### src/ca_defines.svh
// constants of the counter array compare/capture block
`ifndef CA_DEFINES_SVH
`define CA_DEFINES_SVH

// -----------------------------------------------------------------
// sizes
// -----------------------------------------------------------------
`define CA_NMOD 5
`define CA_WD_MODULE 4

// -----------------------------------------------------------------
// register addresses
// -----------------------------------------------------------------
`define CA_CTRL_ADDR 8'hD8
`define CA_CMODE_ADDR 8'hD9
`define CA_MODE_BASE 8'hDA
`define CA_CL_ADDR 8'hE9
`define CA_CAPL_BASE 8'hEA
`define CA_CH_ADDR 8'hF9
`define CA_CAPH_BASE 8'hFA

// -----------------------------------------------------------------
// module mode register fields
// -----------------------------------------------------------------
`define CA_B_COMPARATOR_ENABLE 6
`define CA_B_CAPTURE_RISING 5
`define CA_B_CAPTURE_FALLING 4
`define CA_B_MAT 3
`define CA_B_TOG 2
`define CA_B_PWM 1
`define CA_B_ECCF 0
`define CA_MODE_MASK 8'h7F

// -----------------------------------------------------------------
// counter control and counter mode fields
// -----------------------------------------------------------------
`define CA_B_RUN 6
`define CA_B_ARRAY_WATCHDOG_ENABLE 6
`define CA_TPS_MSB 3
`define CA_TPS_LSB 0
`define CA_CPS_MSB 5
`define CA_CPS_LSB 4
`define CA_CPS_SYSCLK 2'h0

// -----------------------------------------------------------------
// values
// -----------------------------------------------------------------
`define CA_RST_BYTE 8'h00
`define CA_BYTE_MAX 8'hFF
`define CA_RST_FLAGS 5'h00
`define CA_RST_CNT 16'h0000
`define CA_RST_PRE 4'h0

`endif

### src/ca_pkg.sv
// types shared by the counter array compare/capture block
package ca_pkg;
  typedef logic [7:0] byte_t;
  typedef enum logic [1:0] {
    ROLE_IDLE,
    ROLE_CAPTURE,
    ROLE_HSO,
    ROLE_PWM
  } pin_role_t;
endpackage

### src/counter_array_compare_capture.sv
// five compare/capture modules on one shared 16-bit counter
//
// The register offsets and the address-and-strobe port are this design's own decisions.
`timescale 1ns/10ps
`include "ca_defines.svh"

// How it works
// capture mode whenever capture-falling or capture-rising bit is set
// valid enabled pin edge copies counter into module compare registers
// interrupt only while module event flag and its irq enable are set
// comparator and match enables on: counter equality sets event flag
// writing compare high byte sets comparator enable
// writing compare low byte clears comparator enable when set
// software loads non-zero compares, low byte first then high byte
// comparator enable stays readable and writable in mode register
// high-speed output inverts pin on each counter match
// high-speed output needs toggle, match and comparator enables set
// all modules may do PWM; shared counter gives common frequency
// PWM pin low while counter low below compare low, else high
// on counter low wrap, compare low reloads from compare high
// PWM needs both PWM bit and comparator enable set
// counter steps at system clock over prescale plus one, source zero
// only module four has the watchdog; otherwise usable normally
// watchdog compares 16-bit value with shared counter like compare
// watchdog match gives internal reset, never drives reset pin
// clearing array watchdog enable blocks reset, setting re-arms
// software defers watchdog by moving compare ahead of counter
// mode bits: 6 comp, 5 rise, 4 fall, 3 match, 2 tog, 1 pwm, 0 irq
// both edge bits set: capture on either transition
// pins synchronised by flip-flops, edges from successive samples
// match evaluated once per counter change, acts only once
module counter_array_compare_capture
  import ca_pkg::*;
(
  input wire logic MCLK_I,
  input wire logic RST_I,
  input wire logic [7:0] ADDR_I,
  input wire logic [7:0] WDATA_I,
  input wire logic WR_I,
  input wire logic RD_I,
  output logic [7:0] RDATA_O,
  input wire logic [`CA_NMOD-1:0] MOD_PIN_I,
  output logic [`CA_NMOD-1:0] MOD_PIN_O,
  output logic [`CA_NMOD-1:0] MOD_PIN_OE_O,
  output logic IRQ_O,
  output logic INT_RST_O
);

  // -----------------------------------------------------------------
  // decode helpers
  // -----------------------------------------------------------------
  function automatic logic hit(input logic [7:0] a, input logic [7:0] base, input int i);
    return a == (base + 8'(i));
  endfunction

  function automatic logic in_bank(input logic [7:0] a, input logic [7:0] base);
    return (a >= base) && (a < (base + 8'(`CA_NMOD)));
  endfunction

  // -----------------------------------------------------------------
  // state
  // -----------------------------------------------------------------
  byte_t mode_q [`CA_NMOD];
  byte_t capl_q [`CA_NMOD];
  byte_t caph_q [`CA_NMOD];
  byte_t cmode_q;
  byte_t rdata_q;
  logic [`CA_NMOD-1:0] flag_q;
  logic run_q;
  logic [15:0] cnt_q;
  logic [3:0] pre_q;
  logic upd_q;
  logic [`CA_NMOD-1:0] s1_q, s2_q, s3_q, stab_q;
  logic [`CA_NMOD-1:0] pout_q;
  logic wdrst_q;

  logic [`CA_NMOD-1:0] wr_mode, wr_capl, wr_caph;
  logic [`CA_NMOD-1:0] rise, fall, cap_ev, match_ev, pwm_on, hso_on, eccf;
  logic wr_ctrl, wr_cmode, wr_cl, wr_ch, tick, wrap, wd_hit;
  pin_role_t role [`CA_NMOD];

  // -----------------------------------------------------------------
  // per-module combinational decode
  // -----------------------------------------------------------------
  assign wr_ctrl = WR_I && (ADDR_I == `CA_CTRL_ADDR);
  assign wr_cmode = WR_I && (ADDR_I == `CA_CMODE_ADDR);
  assign wr_cl = WR_I && (ADDR_I == `CA_CL_ADDR);
  assign wr_ch = WR_I && (ADDR_I == `CA_CH_ADDR);
  // counter steps only from the system clock source
  assign tick = run_q && (cmode_q[`CA_CPS_MSB:`CA_CPS_LSB] == `CA_CPS_SYSCLK)
                && (pre_q == cmode_q[`CA_TPS_MSB:`CA_TPS_LSB]);
  assign wrap = tick && (cnt_q[7:0] == `CA_BYTE_MAX);

  always_comb begin
    for (int i = 0; i < `CA_NMOD; i++) begin
      wr_mode[i] = WR_I && hit(ADDR_I, `CA_MODE_BASE, i);
      wr_capl[i] = WR_I && hit(ADDR_I, `CA_CAPL_BASE, i);
      wr_caph[i] = WR_I && hit(ADDR_I, `CA_CAPH_BASE, i);
      eccf[i] = mode_q[i][`CA_B_ECCF];
      rise[i] = (s2_q[i] == s3_q[i]) && s3_q[i] && !stab_q[i];
      fall[i] = (s2_q[i] == s3_q[i]) && !s3_q[i] && stab_q[i];
      cap_ev[i] = (rise[i] && mode_q[i][`CA_B_CAPTURE_RISING])
                  || (fall[i] && mode_q[i][`CA_B_CAPTURE_FALLING]);
      // compare only in the cycle after the counter changed
      match_ev[i] = upd_q && mode_q[i][`CA_B_COMPARATOR_ENABLE]
                    && (cnt_q == {caph_q[i], capl_q[i]});
      pwm_on[i] = mode_q[i][`CA_B_PWM] && mode_q[i][`CA_B_COMPARATOR_ENABLE];
      hso_on[i] = mode_q[i][`CA_B_TOG] && mode_q[i][`CA_B_MAT]
                  && mode_q[i][`CA_B_COMPARATOR_ENABLE] && !mode_q[i][`CA_B_PWM];
      if (pwm_on[i]) begin
        role[i] = ROLE_PWM;
      end else if (hso_on[i]) begin
        role[i] = ROLE_HSO;
      end else if (mode_q[i][`CA_B_CAPTURE_RISING] || mode_q[i][`CA_B_CAPTURE_FALLING]) begin
        role[i] = ROLE_CAPTURE;
      end else begin
        role[i] = ROLE_IDLE;
      end
    end
  end

  // -----------------------------------------------------------------
  // shared counter and prescaler
  // -----------------------------------------------------------------
  always_ff @(posedge MCLK_I) begin
    if (RST_I) begin
      pre_q <= `CA_RST_PRE;
    end else if (tick || !run_q) begin
      pre_q <= `CA_RST_PRE;
    end else begin
      pre_q <= pre_q + 4'h1;
    end
  end

  always_ff @(posedge MCLK_I) begin
    if (RST_I) begin
      cnt_q <= `CA_RST_CNT;
      upd_q <= 1'b0;
    end else begin
      upd_q <= tick || wr_cl || wr_ch;
      if (wr_cl) begin
        cnt_q[7:0] <= WDATA_I;
      end else if (wr_ch) begin
        cnt_q[15:8] <= WDATA_I;
      end else if (tick) begin
        cnt_q <= cnt_q + 16'h0001;
      end
    end
  end

  // -----------------------------------------------------------------
  // control registers
  // -----------------------------------------------------------------
  always_ff @(posedge MCLK_I) begin
    if (RST_I) begin
      run_q <= 1'b0;
      cmode_q <= `CA_RST_BYTE;
    end else begin
      if (wr_ctrl) begin
        run_q <= WDATA_I[`CA_B_RUN];
      end
      if (wr_cmode) begin
        cmode_q <= WDATA_I;
      end
    end
  end

  // hardware set wins over a software write in the same cycle
  always_ff @(posedge MCLK_I) begin
    if (RST_I) begin
      flag_q <= `CA_RST_FLAGS;
    end else begin
      for (int i = 0; i < `CA_NMOD; i++) begin
        flag_q[i] <= (wr_ctrl ? WDATA_I[i] : flag_q[i]) || cap_ev[i]
                     || (match_ev[i] && mode_q[i][`CA_B_MAT] && !pwm_on[i]);
      end
    end
  end

  always_ff @(posedge MCLK_I) begin
    if (RST_I) begin
      for (int i = 0; i < `CA_NMOD; i++) begin
        mode_q[i] <= `CA_RST_BYTE;
      end
    end else begin
      for (int i = 0; i < `CA_NMOD; i++) begin
        if (wr_mode[i]) begin
          mode_q[i] <= WDATA_I & `CA_MODE_MASK;
        end else if (wr_caph[i]) begin
          mode_q[i][`CA_B_COMPARATOR_ENABLE] <= 1'b1;
        end else if (wr_capl[i] && mode_q[i][`CA_B_COMPARATOR_ENABLE]) begin
          mode_q[i][`CA_B_COMPARATOR_ENABLE] <= 1'b0;
        end
      end
    end
  end

  // -----------------------------------------------------------------
  // compare/capture registers
  // -----------------------------------------------------------------
  // a capture outranks a software write landing in the same cycle
  always_ff @(posedge MCLK_I) begin
    if (RST_I) begin
      for (int i = 0; i < `CA_NMOD; i++) begin
        capl_q[i] <= `CA_RST_BYTE;
        caph_q[i] <= `CA_RST_BYTE;
      end
    end else begin
      for (int i = 0; i < `CA_NMOD; i++) begin
        if (cap_ev[i]) begin
          capl_q[i] <= cnt_q[7:0];
          caph_q[i] <= cnt_q[15:8];
        end else begin
          if (wr_capl[i]) begin
            capl_q[i] <= WDATA_I;
          end else if (pwm_on[i] && wrap) begin
            capl_q[i] <= caph_q[i];
          end
          if (wr_caph[i]) begin
            caph_q[i] <= WDATA_I;
          end
        end
      end
    end
  end

  // -----------------------------------------------------------------
  // pin synchroniser and edge tracking
  // -----------------------------------------------------------------
  always_ff @(posedge MCLK_I) begin
    if (RST_I) begin
      s1_q <= '0;
      s2_q <= '0;
      s3_q <= '0;
      stab_q <= '0;
    end else begin
      s1_q <= MOD_PIN_I;
      s2_q <= s1_q;
      s3_q <= s2_q;
      for (int i = 0; i < `CA_NMOD; i++) begin
        if (s2_q[i] == s3_q[i]) begin
          stab_q[i] <= s3_q[i];
        end
      end
    end
  end

  // -----------------------------------------------------------------
  // pin outputs
  // -----------------------------------------------------------------
  always_ff @(posedge MCLK_I) begin
    if (RST_I) begin
      pout_q <= '0;
    end else begin
      for (int i = 0; i < `CA_NMOD; i++) begin
        if (role[i] == ROLE_PWM) begin
          pout_q[i] <= (cnt_q[7:0] >= capl_q[i]);
        end else if ((role[i] == ROLE_HSO) && match_ev[i]) begin
          pout_q[i] <= !pout_q[i];
        end
      end
    end
  end

  always_comb begin
    for (int i = 0; i < `CA_NMOD; i++) begin
      MOD_PIN_OE_O[i] = (role[i] == ROLE_PWM) || (role[i] == ROLE_HSO);
    end
  end
  assign MOD_PIN_O = pout_q;
  assign IRQ_O = |(flag_q & eccf);

  // -----------------------------------------------------------------
  // watchdog on module four
  // -----------------------------------------------------------------
  // internal reset only; there is deliberately no reset pin output
  assign wd_hit = match_ev[`CA_WD_MODULE] && mode_q[`CA_WD_MODULE][`CA_B_MAT]
                  && !pwm_on[`CA_WD_MODULE] && cmode_q[`CA_B_ARRAY_WATCHDOG_ENABLE];

  always_ff @(posedge MCLK_I) begin
    if (RST_I) begin
      wdrst_q <= 1'b0;
    end else begin
      wdrst_q <= wd_hit;
    end
  end
  assign INT_RST_O = wdrst_q;

  // -----------------------------------------------------------------
  // register read port
  // -----------------------------------------------------------------
  always_ff @(posedge MCLK_I) begin
    if (RST_I) begin
      rdata_q <= `CA_RST_BYTE;
    end else if (!RD_I) begin
      rdata_q <= `CA_RST_BYTE;
    end else if (ADDR_I == `CA_CTRL_ADDR) begin
      rdata_q <= {1'b0, run_q, 1'b0, flag_q};
    end else if (ADDR_I == `CA_CMODE_ADDR) begin
      rdata_q <= cmode_q;
    end else if (ADDR_I == `CA_CL_ADDR) begin
      rdata_q <= cnt_q[7:0];
    end else if (ADDR_I == `CA_CH_ADDR) begin
      rdata_q <= cnt_q[15:8];
    end else if (in_bank(ADDR_I, `CA_MODE_BASE)) begin
      rdata_q <= mode_q[3'(ADDR_I - `CA_MODE_BASE)];
    end else if (in_bank(ADDR_I, `CA_CAPL_BASE)) begin
      rdata_q <= capl_q[3'(ADDR_I - `CA_CAPL_BASE)];
    end else if (in_bank(ADDR_I, `CA_CAPH_BASE)) begin
      rdata_q <= caph_q[3'(ADDR_I - `CA_CAPH_BASE)];
    end else begin
      rdata_q <= `CA_RST_BYTE;
    end
  end
  assign RDATA_O = rdata_q;

  // -----------------------------------------------------------------
  // checks
  // -----------------------------------------------------------------
  for (genvar g = 0; g < `CA_NMOD; g++) begin : g_chk
    a_capture_loads: assert property (@(posedge MCLK_I) disable iff (RST_I)
      cap_ev[g] |=> ({caph_q[g], capl_q[g]} == $past(cnt_q)))
      else $error("capture did not load counter");
    a_irq_follows_flag: assert property (@(posedge MCLK_I) disable iff (RST_I)
      (flag_q[g] && eccf[g]) |-> IRQ_O)
      else $error("interrupt missing with flag and enable set");
    a_match_sets_flag: assert property (@(posedge MCLK_I) disable iff (RST_I)
      (match_ev[g] && mode_q[g][`CA_B_MAT] && !pwm_on[g]) |=> flag_q[g])
      else $error("match did not set event flag");
    a_high_sets_comparator_enable: assert property (@(posedge MCLK_I) disable iff (RST_I)
      wr_caph[g] |=> mode_q[g][`CA_B_COMPARATOR_ENABLE])
      else $error("compare high write did not set comparator enable");
    a_low_clears_comparator_enable: assert property (@(posedge MCLK_I) disable iff (RST_I)
      (wr_capl[g] && mode_q[g][`CA_B_COMPARATOR_ENABLE]) |=> !mode_q[g][`CA_B_COMPARATOR_ENABLE])
      else $error("compare low write did not clear comparator enable");
    a_hso_toggles_pin: assert property (@(posedge MCLK_I) disable iff (RST_I)
      (hso_on[g] && match_ev[g]) |=> (MOD_PIN_O[g] != $past(MOD_PIN_O[g])))
      else $error("high-speed output did not toggle");
    a_pwm_level_ok: assert property (@(posedge MCLK_I) disable iff (RST_I)
      pwm_on[g] |=> (MOD_PIN_O[g] == ($past(cnt_q[7:0]) >= $past(capl_q[g]))))
      else $error("pwm level wrong");
    a_pwm_reload_ok: assert property (@(posedge MCLK_I) disable iff (RST_I)
      (pwm_on[g] && wrap && !cap_ev[g] && !wr_capl[g]) |=> (capl_q[g] == $past(caph_q[g])))
      else $error("pwm compare low not reloaded on wrap");
    a_match_only_once: assert property (@(posedge MCLK_I) disable iff (RST_I)
      match_ev[g] |=> !match_ev[g])
      else $error("match acted twice on one counter value");
    a_reload_only_wrap: assert property (@(posedge MCLK_I) disable iff (RST_I)
      (!wrap && !cap_ev[g] && !wr_capl[g]) |=> (capl_q[g] == $past(capl_q[g])))
      else $error("compare low changed outside a wrap");
    a_no_match_off: assert property (@(posedge MCLK_I) disable iff (RST_I)
      !mode_q[g][`CA_B_COMPARATOR_ENABLE] |-> !match_ev[g])
      else $error("match with comparator disabled");
    a_oe_by_mode: assert property (@(posedge MCLK_I) disable iff (RST_I)
      MOD_PIN_OE_O[g] == (mode_q[g][`CA_B_COMPARATOR_ENABLE]
        && (mode_q[g][`CA_B_PWM] || (mode_q[g][`CA_B_TOG] && mode_q[g][`CA_B_MAT]))))
      else $error("pin drive enable disagrees with mode bits");
  end

  a_wd_reset_pulse: assert property (@(posedge MCLK_I) disable iff (RST_I)
    wd_hit |=> INT_RST_O)
    else $error("watchdog match gave no internal reset");
  a_wd_disable_blocks: assert property (@(posedge MCLK_I) disable iff (RST_I)
    !cmode_q[`CA_B_ARRAY_WATCHDOG_ENABLE] |=> !INT_RST_O)
    else $error("watchdog reset while disabled");
  a_counter_steps: assert property (@(posedge MCLK_I) disable iff (RST_I)
    (tick && !wr_cl && !wr_ch) |=> (cnt_q == $past(cnt_q) + 16'h0001))
    else $error("counter did not step on a tick");
  a_counter_holds: assert property (@(posedge MCLK_I) disable iff (RST_I)
    (!tick && !wr_cl && !wr_ch) |=> (cnt_q == $past(cnt_q)))
    else $error("counter moved without a tick");
  a_wd_module_four: assert property (@(posedge MCLK_I) disable iff (RST_I)
    INT_RST_O |-> ($past(match_ev[`CA_WD_MODULE]) && $past(cmode_q[`CA_B_ARRAY_WATCHDOG_ENABLE])))
    else $error("internal reset without a module four match");

endmodule

### config.mk
export PLATFORM = sky130hd
export DESIGN_NAME = counter_array_compare_capture
export DESIGN_NICKNAME = d
export VERILOG_FILES = /design/src/ca_pkg.sv /design/src/counter_array_compare_capture.sv
export VERILOG_INCLUDE_DIRS = /design/src
export SDC_FILE = /design/constraint.sdc
export NUM_CORES = 1
export LEC_CHECK = 0
export BUFFER_PORTS_ARGS = -buffer_cell sky130_fd_sc_hd__buf_4
export CAP_MARGIN = 30
export CORE_UTILIZATION = 35
export DETAILED_ROUTE_END_ITERATION = 10
export MAX_ROUTING_LAYER = met4
export PLACE_DENSITY_LB_ADDON = 0.25
export SLEW_MARGIN = 20
export SYNTH_ARGS = -nofsm -noshare
export SYNTH_HDL_FRONTEND = slang
export SYNTH_SLANG_ARGS = --single-unit
### constraint.sdc
create_clock -name MCLK_I -period 3.4 [get_ports MCLK_I]
set_input_delay 0 -clock MCLK_I [delete_from_list [all_inputs] [get_ports MCLK_I]]
set_output_delay 0 -clock MCLK_I [all_outputs]
set_load 0.05 [all_outputs]
==> reports/metrics.yaml, run 1 <==
outcome:
  status: "complete, no violations"
clocking:
  clkSinkCount: 184
  cts_resized: 0
  clock_path_buffers: 2
  cts_tree: "yes"
  cts-root-buf: "clkbuf_16"
  clk_latency_ps: 450
  cts_buffers: 17
  path_clk_slew_ps: 70
  cts.htree.levels: 4
die:
  coreArea_sq_mm: 0.0325
  die_h_um: 184
  io_pins: 45
  die_area_sq_mm: 0.0338
  rows: 66
  initial_core_util: 0.355
  die_w_um: 184
timing:
  fin_crit_ps: 2920
  finalSetupTns_ps: 0
  hold_viol: 0
  worst_pin_slew_ps: 871
  finalSetupViolCount: 0
  slew_viol_final: 0
  relSlewSlack: 0.419
  finalCritPeriodShare: 0.860
  skew_ps: 15.4
  fmax_mhz: 342
  grt_setup_unrepaired: "no"
drt:
  first_iter_violations: 999
  vias: 9787
  routed_wl_mm: 42.1
  viasPerCell: 5.74
  ant_nets: 0
  drt-pass1-iter-count: 5
  drc: 0
  routedWlPerCell_um: 24.7
pwr:
  leakagePower_uw: 0.00539
  ir_drop_mv: 0.257
  power-per-cell-area_mw_per_mm2: 381
  power_uw: 5060
finish:
  area_growth_pct: 14.9
  diodes: 0
  fin_util: 0.408
  drive_above_1_share: 0.131
  fin_nets: 1327
setup_path:
  reg2reg_depth: 8
  end_kind: "flop"
  r2r_end: "capl_q[0][3]"
  r2r-start: "cnt_q[0]"
  arrival_ps: 3200
  ff2ff_setup_slack_ps: 480
  critPathMaxFanout: 32
  worstSetupPathType: "flop to flop"
  cp.required_ps: 3670
  worstSetupStartpointType: "flop"
  startpoint: "cnt_q[0]"
yosys:
  ys_seq_elements: 184
  synth_seq_area_share: 0.418
  yosysUniqueCellTypes: 67
  synth_edf_count: 115
  async_reset_ff_frac: 0
  synth_cells: 1200
  yosysWarnings: 0
  avgSynthCellArea_sq_um: 9.63
  netlist_area_sq_mm: 0.0116
  synthesis.nets: 1278
  synth_area_leaders: "edfxtp_1, dfxtp_1, mux2i_1"
  ys.flop_type: "edfxtp_1"
  ys_top_cells_by_count: "nor2_1, edfxtp_1, mux2i_1, nand2_1, dfxtp_1"
  synth.most_common_cell: "nor2_1"
  synth_top_cell_by_area: "edfxtp_1"
  synth_top_area_share: 0.299
grt:
  grt_max_degree: 42
  grt_antenna_before_repair: 0
  grt_util_all_layers: 0.262
  grt_pass1_wl_mm: 62.1
  grt_overflow: 0
  grt_pass1_vias: 9470
hold_path:
  hold_depth: 4
  hold_path.startpoint: "WR_I"
  worstHoldEndpoint: "cnt_q[11]"
  hp-class: "primary input to flop"
place:
  numPortBuffers: 44
  dp_hpwl_mm: 31.9
  gp_congestion: 0.939
flow_run:
  maxCapViolCount: 0
-- cell usage in the layout, fill, tap and decap left out, types with 14 or more instances in the layout --
master and instances:
mux4_2 26, buf_4 95, edfxtp_1 115, o21ai_1 14, nand3_1 45, o22ai_1 15
nand2_1 80, dfxtp_1 69, a211oi_1 14, inv_1 59, o21ai_0 31, mux2i_1 100
ha_1 53, nand4_1 21, a21oi_1 57, nor3_1 44, nor2b_1 21, xor2_1 23
clkbuf_16 17, dlygate4sd3_1 16, xnor2_1 26, a21o_1 23, nor2_1 146
-- metrics by stage --
stage	cells	setup WS [ps]	hold slack, ps	instance area, sq um
2_1_floorplan	1200	657	128	11600
3_3_place_gp	1656	591	212	12500
3_5_place_dp	1656	543	219	12500
4_1_cts	1704	526	13.6	13300
5_1_grt	1704	301	33.8	13300
6_report	1704	477	24.5	13300
-- final cells by class --
class	instances	area [sq um]
well taps	442	553
flip-flops and latches	184	4830
repair buffers	113	913
clock buffers	23	478
multi-input cells	872	6150
inverters	61	229
clock inverters	9	115
fillers	3260	19300
-- worst max path at each step --
stage / slack, ps / cells after the start / to
global route: 300 / 8 / capl_q[3][3]
detailed placement: 540 / 8 / capl_q[4][5]
CTS: 530 / 8 / capl_q[2][3]
floorplan: 660 / 8 / capl_q[1][0]
global placement: 590 / 8 / capl_q[0][0]
finish: 480 / 8 / capl_q[0][3]
-- logic make-up (layout without fill, tap and decap cells) --
logic type / after synthesis / count (layout) / share of synthesized area
flops: 184 / 184 / 0.418
mux: 127 / 127 / 0.138
compound gates: 219 / 219 / 0.121
xor+xnor: 49 / 49 / 0.0371
simple gates: 424 / 424 / 0.177
buf+inv: 144 / 206 / 0.0504
fa+ha+maj: 53 / 53 / 0.0574
-- where the power goes --
part,internal (uW),switching [uW]
sequential,2430,67.9
clock,1150,913
combinational,182,318
total,3760,1300
-- flip-flops by register name (all words and copies together) (netlist names) --
signal	cells
INT_RST_O	1
MOD_PIN_O	5
RDATA_O	8
caph_q	40
capl_q	40
cmode_q	8
cnt_q	16
flag_q	5
mode_q	35
pre_q	4
run_q	1
s1_q	5
s2_q	5
s3_q	5
stab_q	5
upd_q	1
-- per-layer routing --
layer / wire length, um / up-vias / track usage
li1: - / 4468 / -
met1: 18200 / 4776 / 0.343
met2: 19100 / 459 / 0.399
met3: 3250 / 84 / 0.0462
met4: 1540 / 0 / 0.107
met5: 0 / - / -
-- repair_timing --
item                       4_1_cts  5_1_grt
setup endpoints to repair        0        0
hold buffers                    16        0
hold endpoints to repair        29        0
buffers inserted                 0        0
-- worst max-delay path, stage by stage, from the launching register on --
cell	delay (ps)
dfxtp_1	410
ha_1	220
nand3_1	150
nor2_1	250
or4b_4	630
a311oi_1	450
a211oi_4	150
buf_12	240
nor3_1	230
Power figures use the tool's default switching activity.
==> run 2: changes to the inputs <==
--- a/config.mk
+++ b/config.mk
@@ -6,10 +6,10 @@
 export SDC_FILE = /design/constraint.sdc
 export NUM_CORES = 1
 export LEC_CHECK = 0
-export BUFFER_PORTS_ARGS = -buffer_cell sky130_fd_sc_hd__buf_4
 export CAP_MARGIN = 30
 export CORE_UTILIZATION = 35
 export DETAILED_ROUTE_END_ITERATION = 10
+export DONT_BUFFER_PORTS = 1
 export MAX_ROUTING_LAYER = met4
 export PLACE_DENSITY_LB_ADDON = 0.25
 export SLEW_MARGIN = 20
==> run 2 against run 1 <==
Effect of this change:
- the flow now finishes with violations (design-rule violations)
- core utilization down 0.65 points
- maximum frequency is 6.3% lower
- first-iteration DRC count rose by 38%
- clock skew about the same
- cell area fell by 1.6%
- worst hold slack worse by 11 ps
- critical path depth up 3
- largest power group unchanged
==> reports/metrics.yaml, run 2 (synthesized netlist as in run 1, its figures left out) <==
outcome:
  status: "complete, but fails checks"
  violations: "design-rule violations"
die:
  die_area_sq_mm: 0.0338  # unchanged
  die_h_um: 184  # unchanged
  die_w_um: 184  # unchanged
  coreArea_sq_mm: 0.0325  # unchanged
  initial_core_util: 0.355  # unchanged
  io_pins: 45  # unchanged
  rows: 66  # unchanged
pwr:
  switching_power_uw: 1350  # +4.1%
  internal-power_uw: 3690  # -2.0%
  power-per-cell-area_mw_per_mm2: 386  # +1.2%
  leakagePower_uw: 0.00521  # -3.4%
  combPwrFrac: 0.089  # -0.010
  pwr-share-clk: 0.413  # +0.005
  ir_drop_mv: 0.318  # +24%
  p_sw_frac: 0.268  # +0.0116
  seqPwrFrac: 0.497  # +0.004
timing:
  slew_viol_final: 0  # unchanged
  finalSetupTns_ps: 0  # unchanged
  hold_viol: 0  # unchanged
  grt_setup_unrepaired: "no"
  skew_ps: 15.4  # +0.0271 ps
  fin_crit_ps: 3120  # +195 ps
  finalCritPeriodShare: 0.917  # +0.0574
  finalSetupViolCount: 0  # unchanged
  fmax_mhz: 321  # -6.3%
  relSlewSlack: 0.312  # -0.108
  worst_pin_slew_ps: 1030  # +158 ps
setup_path:
  cp.required_ps: 3800  # +130 ps
  crit_path_frequent_cell: "buf_4"
  arrival_ps: 3520  # +320 ps
  end_kind: "flop"
  worstSetupStartpointType: "flop"
  cp_slowest_cell: "dfxtp_1"
  crit_path_max_incr_delay_ps: 590  # -40 ps
  path_cells: "buf_4 > ha_1 > nand4_1 > or3_1 > nor4_2 > buf_4 > inv_1 > o21ai_1 > a32oi_1 > nor2_1 > dlygate4sd3_1"
  worstSetupPathType: "flop to flop"
  critPathMaxFanout: 9  # -72%
clocking:
  postCtsSetupBuffers: 0  # unchanged
  cts-root-buf: "clkbuf_16"
  clk_latency_ps: 460  # about the same
  clock_path_buffers: 2  # unchanged
  clkSinkCount: 184  # unchanged
  cts_buffers: 17  # unchanged
  cts_tree: "yes"
  cts.htree.levels: 4  # unchanged
  path_clk_slew_ps: 80  # about the same
drt:
  routed_wl_mm: 42.9  # +2.0%
  vias: 9902  # +1.2%
  highest_layer: "met4"
  met1_length_mm: 18.3  # +0.71%
  drt-pass1-iter-count: 9  # +4
  viasPerCell: 5.94  # +3.4%
  drc: 2  # +2
  dr_wl_met3_mm: 4.30  # +32%
  ant_nets: 0  # unchanged
  met2_length_mm: 18.9  # -1.0%
  routedWlPerCell_um: 25.7  # +4.2%
  first_iter_violations: 1374  # +38%
finish:
  fin_cells: 1668  # -2.1%
  stdcell_area_sq_mm: 0.0131  # -1.6%
  final_common_cell: "nor2_1"
  fin_nets: 1289  # -2.9%
  mostFrequentLayoutCells: "nor2_1, edfxtp_1, mux2i_1, nand2_1, dfxtp_1"
  fillCellCount: 3235  # -0.77%
  drive_above_1_share: 0.101  # -0.0294
  area_growth_pct: 13.0
  largestRegisters: "caph_q x40, capl_q x40, mode_q x35"
place:
  place_area_sq_mm: 0.0121  # -3.1%
  gp_congestion: 1.01  # +7.7%
  numPlacedInstances: 1605  # -3.1%
  dp_hpwl_mm: 31.1  # -2.5%
  numPortBuffers: 0  # -100%
grt:
  grt_max_degree: 68  # +62%
  grt_pass1_wl_mm: 62.9  # +1.3%
  grt_antenna_before_repair: 2  # +2
  grt_util_all_layers: 0.266  # +0.00373
  grt_overflow: 0  # unchanged
  grt_pass1_vias: 9258  # -2.2%
flow_run:
  maxCapViolCount: 0  # unchanged
hold_path:
  hp-class: "primary input to flop"
[run 2: cell count changes in the layout (fill, tap and decap cells not counted), moves of 2 or more]
cell | before | now
buf_6 | 0 | 3
inv_8 | 1 | 4
diode_2 | 0 | 2
clkbuf_1 | 3 | 0
clkbuf_8 | 3 | 0
inv_4 | 0 | 2
dlygate4sd3_1 | 16 | 24
buf_4 | 95 | 45
[run 2: final cells by class]
| type | count | area [sq um] | area share |
|---|---|---|---|
| timing repair buffer | 75 | 679 | 0.0520 |
| multi-input combinational | 872 | 6160 | 0.471 |
| clock buffer | 18 | 450 | 0.0345 |
| antenna | 2 | 5.00 | 0.000383 |
| sequential | 184 | 4830 | 0.370 |
| inverter | 61 | 229 | 0.0175 |
| clock inverter | 14 | 155 | 0.0119 |
| tap | 442 | 553 | 0.0423 |
[run 2: path summary, 6_finish.rpt]
path	cells after the start	from	to	slack, ps
setup / recovery	11	cnt_q[4]	MOD_PIN_O[0]	280
hold / removal	1	RST_I	mode_q[1][2]	10
setup reg to reg	11	cnt_q[4]	MOD_PIN_O[0]	280
hold reg to reg	1	s1_q[0]	s2_q[0]	440
[run 2: metrics by stage]
step	setup WS (ps)	hold WS, ps	util	power [uW]
finish	281	13.4	0.402	5040
global route	82.3	6.80	0.402	5160
CTS	296	3.84	0.400	5040
detailed placement	418	95.4	0.373	2900
global placement	506	90.6	0.373	2900
floorplan	657	128	-	2810
[run 2: power by group through the flow]
stage          clock network, uW  logic (uW)  registers [uW]
6_report                    2080         449            2510
5_1_grt                     2180         467            2510
4_1_cts                     2110         432            2500
3_5_place_dp                   0         347            2550
3_3_place_gp                   0         346            2550
2_1_floorplan                  0         288            2520
[run 2: critical path, delay by kind of cell (launching register included)]
| family | cells | cell delay [ps] |
|---|---|---|
| AO/OA/AOI/OAI | 2 | 220 |
| adder cells (fa/ha/maj) | 1 | 170 |
| buffers and inverters | 4 | 1090 |
| flip-flops | 1 | 590 |
| AND/OR/NAND/NOR | 4 | 990 |
[run 2: routing by layer]
layer / vias up / GRT usage
li1: 4409 / -
met1: 4825 / 0.364
met2: 577 / 0.387
met3: 91 / 0.0529
met4: 0 / 0.0953
met5: - / -
[run 2: what timing repair did]
item / CTS / global route
gates resized for setup: 0 / 1
setup endpoints to repair: 0 / 1
hold buffers: 25 / 0
hold endpoints to repair: 188 / 0
==> run 3: changes to the inputs <==
--- a/config.mk
+++ b/config.mk
@@ -6,8 +6,10 @@
 export SDC_FILE = /design/constraint.sdc
 export NUM_CORES = 1
 export LEC_CHECK = 0
+export ABC_CLOCK_PERIOD_IN_PS = 3400
 export CAP_MARGIN = 30
-export CORE_UTILIZATION = 35
+export CORE_MARGIN = 5
+export CORE_UTILIZATION = 60
 export DETAILED_ROUTE_END_ITERATION = 10
 export DONT_BUFFER_PORTS = 1
 export MAX_ROUTING_LAYER = met4
==> run 3 against run 2 <==
Effect of this change:
- the flow now finishes without violations
- core utilization up 28 points
- first-iteration DRC count increased by 29%
- non-clock buffer count decreased by 9
- cell area shrank 2.4%
- global-route usage increased by 11 points
- sequential power barely moved
- via count grew 2.7%
- critical endpoint is now capl_q[0][6]
- highest routed layer unchanged
==> reports/metrics.yaml, run 3 (synthesized netlist as in run 1, its figures left out) <==
outcome:
  status: "complete, no violations"
finish:
  stdcell_area_sq_mm: 0.0128  # -2.4%
  multi_input_area_sq_mm: 0.00615  # -0.10%
  fin_nets: 1280  # -0.70%
  final_common_cell: "nor2_1"
  seq_area_sq_mm: 0.00483  # unchanged
  drive_above_1_share: 0.0930  # -0.00830
  fillCellCount: 1480  # -54%
  mostFrequentLayoutCells: "nor2_1, edfxtp_1, mux2i_1, nand2_1, dfxtp_1"
  largestRegisters: "caph_q x40, capl_q x40, mode_q x35"
  area_growth_pct: 10.3
pwr:
  power-per-cell-area_mw_per_mm2: 392  # +1.5%
  ir_drop_mv: 0.323  # +1.4%
  leakagePower_uw: 0.00516  # -1.0%
  power_uw: 4990  # -0.88%
clocking:
  clk_latency_ps: 450  # about the same
  cts_tree: "yes"
  path_clk_slew_ps: 80  # about the same
  cts-root-buf: "clkbuf_16"
  cts.htree.levels: 4  # unchanged
  cts_buffers: 17  # unchanged
  clock_path_buffers: 2  # unchanged
  clkSinkCount: 184  # unchanged
timing:
  finalHoldWorstSlack_ps: 27.7  # +14.3 ps
  worst_pin_slew_ps: 1040  # +6.79 ps
  fin_crit_ps: 3050  # -72.4 ps
  finalCritPeriodShare: 0.896  # -0.0213
  relSlewSlack: 0.307  # -0.00454
  grt_setup_unrepaired: "no"
  finalSetupViolCount: 0  # unchanged
  fmax_mhz: 328  # +2.4%
  hold_viol: 0  # unchanged
  slew_viol_final: 0  # unchanged
  skew_ps: 13.5  # -1.91 ps
  finalSetupTns_ps: 0  # unchanged
grt:
  grt_antenna_before_repair: 3  # +1
  grt_max_degree: 69  # +1.5%
  grt_pass1_vias: 9485  # +2.5%
  grt_overflow: 0  # unchanged
  grt_pass1_wl_mm: 59.4  # -5.5%
  grt_util_all_layers: 0.371  # +0.105
die:
  rows: 50  # -24%
  die_h_um: 149  # -19%
  coreArea_sq_mm: 0.0188  # -42%
  io_pins: 45  # unchanged
  die_area_sq_mm: 0.0221  # -34%
  die_w_um: 149  # -19%
  initial_core_util: 0.614  # +0.259
setup_path:
  worstSetupPathType: "flop to flop"
  path_cells: "ha_1 > nand3_1 > nor2_1 > or4b_4 > a311oi_1 > a211oi_4 > buf_4 > nor3_1"
  cp_slowest_cell: "or4b_4"
  reg2reg_depth: 8  # -3
  crit_path_max_incr_delay_ps: 610  # +20 ps
  cp.required_ps: 3670  # -130 ps
  arrival_ps: 3320  # -200 ps
  ff2ff_setup_slack_ps: 350  # +70 ps
  r2r-start: "cnt_q[0]"
  end_kind: "flop"
  critPathMaxFanout: 19  # +10
  r2r_end: "capl_q[0][6]"
  worstSetupStartpointType: "flop"
hold_path:
  hold_path.startpoint: "ADDR_I[3]"
  hp-class: "primary input to flop"
  worstHoldEndpoint: "mode_q[0][6]"
  hold_depth: 3  # +2
flow_run:
  maxCapViolCount: 0  # unchanged
drt:
  routed_wl_mm: 39.6  # -7.7%
  viasPerCell: 6.88  # +16%
  drt-pass1-iter-count: 6  # -3
  highest_layer: "met4"
  drc: 0  # -2
  ant_nets: 0  # unchanged
  vias: 10200  # +2.7%
  met1_length_mm: 15.3  # -17%
  first_iter_violations: 1771  # +29%
  met2_length_mm: 16.5  # -13%
  routedWlPerCell_um: 26.8  # +4.2%
  dr_wl_met3_mm: 5.91  # +37%
place:
  dp_hpwl_mm: 28.1  # -9.7%
  place_area_sq_mm: 0.0118  # -2.6%
  gp_congestion: 1.06  # +4.5%
  numPortBuffers: 0  # unchanged
[run 3: area by class of cell]
cell class / instances / share of cell area
multi-input combinational: 872 / 0.482
clock inverter: 14 / 0.0129
inverter: 61 / 0.0180
sequential: 184 / 0.379
tap: 260 / 0.0255
timing repair buffer: 66 / 0.0462
antenna: 3 / 0.000589
clock buffer: 18 / 0.0353
[run 3: per-layer routing]
metal	track usage	vias up
met2	0.519	853
li1	-	4391
met3	0.118	157
met1	0.508	4766
met5	-	-
met4	0.139	0
[run 3: metrics by stage]
step	instances	worst slack [ps]	utilization
final	1478	354	0.677
after global routing	1478	277	0.677
after CTS	1473	475	0.676
after detailed placement	1415	479	0.628
after global placement	1415	580	0.628
after floorplan	1200	657	-
[run 3: critical path, delay by kind of cell (launching register included)]
family          cells  cell delay (ps)
simple gates        4             1400
fa+ha+maj           1              200
buf+inv             1              280
compound gates      2              640
flops               1              340
[run 3: how the worst max path moves through the flow]
stage / from / endpoint / slack [ps] / depth (start not counted)
detailed placement: cnt_q[0] / capl_q[0][6] / 480 / 8
global route: cnt_q[1] / capl_q[1][5] / 280 / 8
CTS: cnt_q[0] / capl_q[0][6] / 480 / 8
global placement: cnt_q[0] / MOD_PIN_O[2] / 580 / 10
finish: cnt_q[0] / capl_q[0][6] / 350 / 8
floorplan: cnt_q[1] / capl_q[1][0] / 660 / 8
[run 3: repair_timing]
item,4_1_cts,5_1_grt
setup buffers,0,0
hold endpoints to repair,196,0
hold buffers,26,0
resized for setup,0,0
[run 3: where the power goes]
part           switching [uW]  total (uW)  internal, uW
Clock                    1010        2040          1040
Combinational             274         442           167
Sequential               80.8        2510          2430
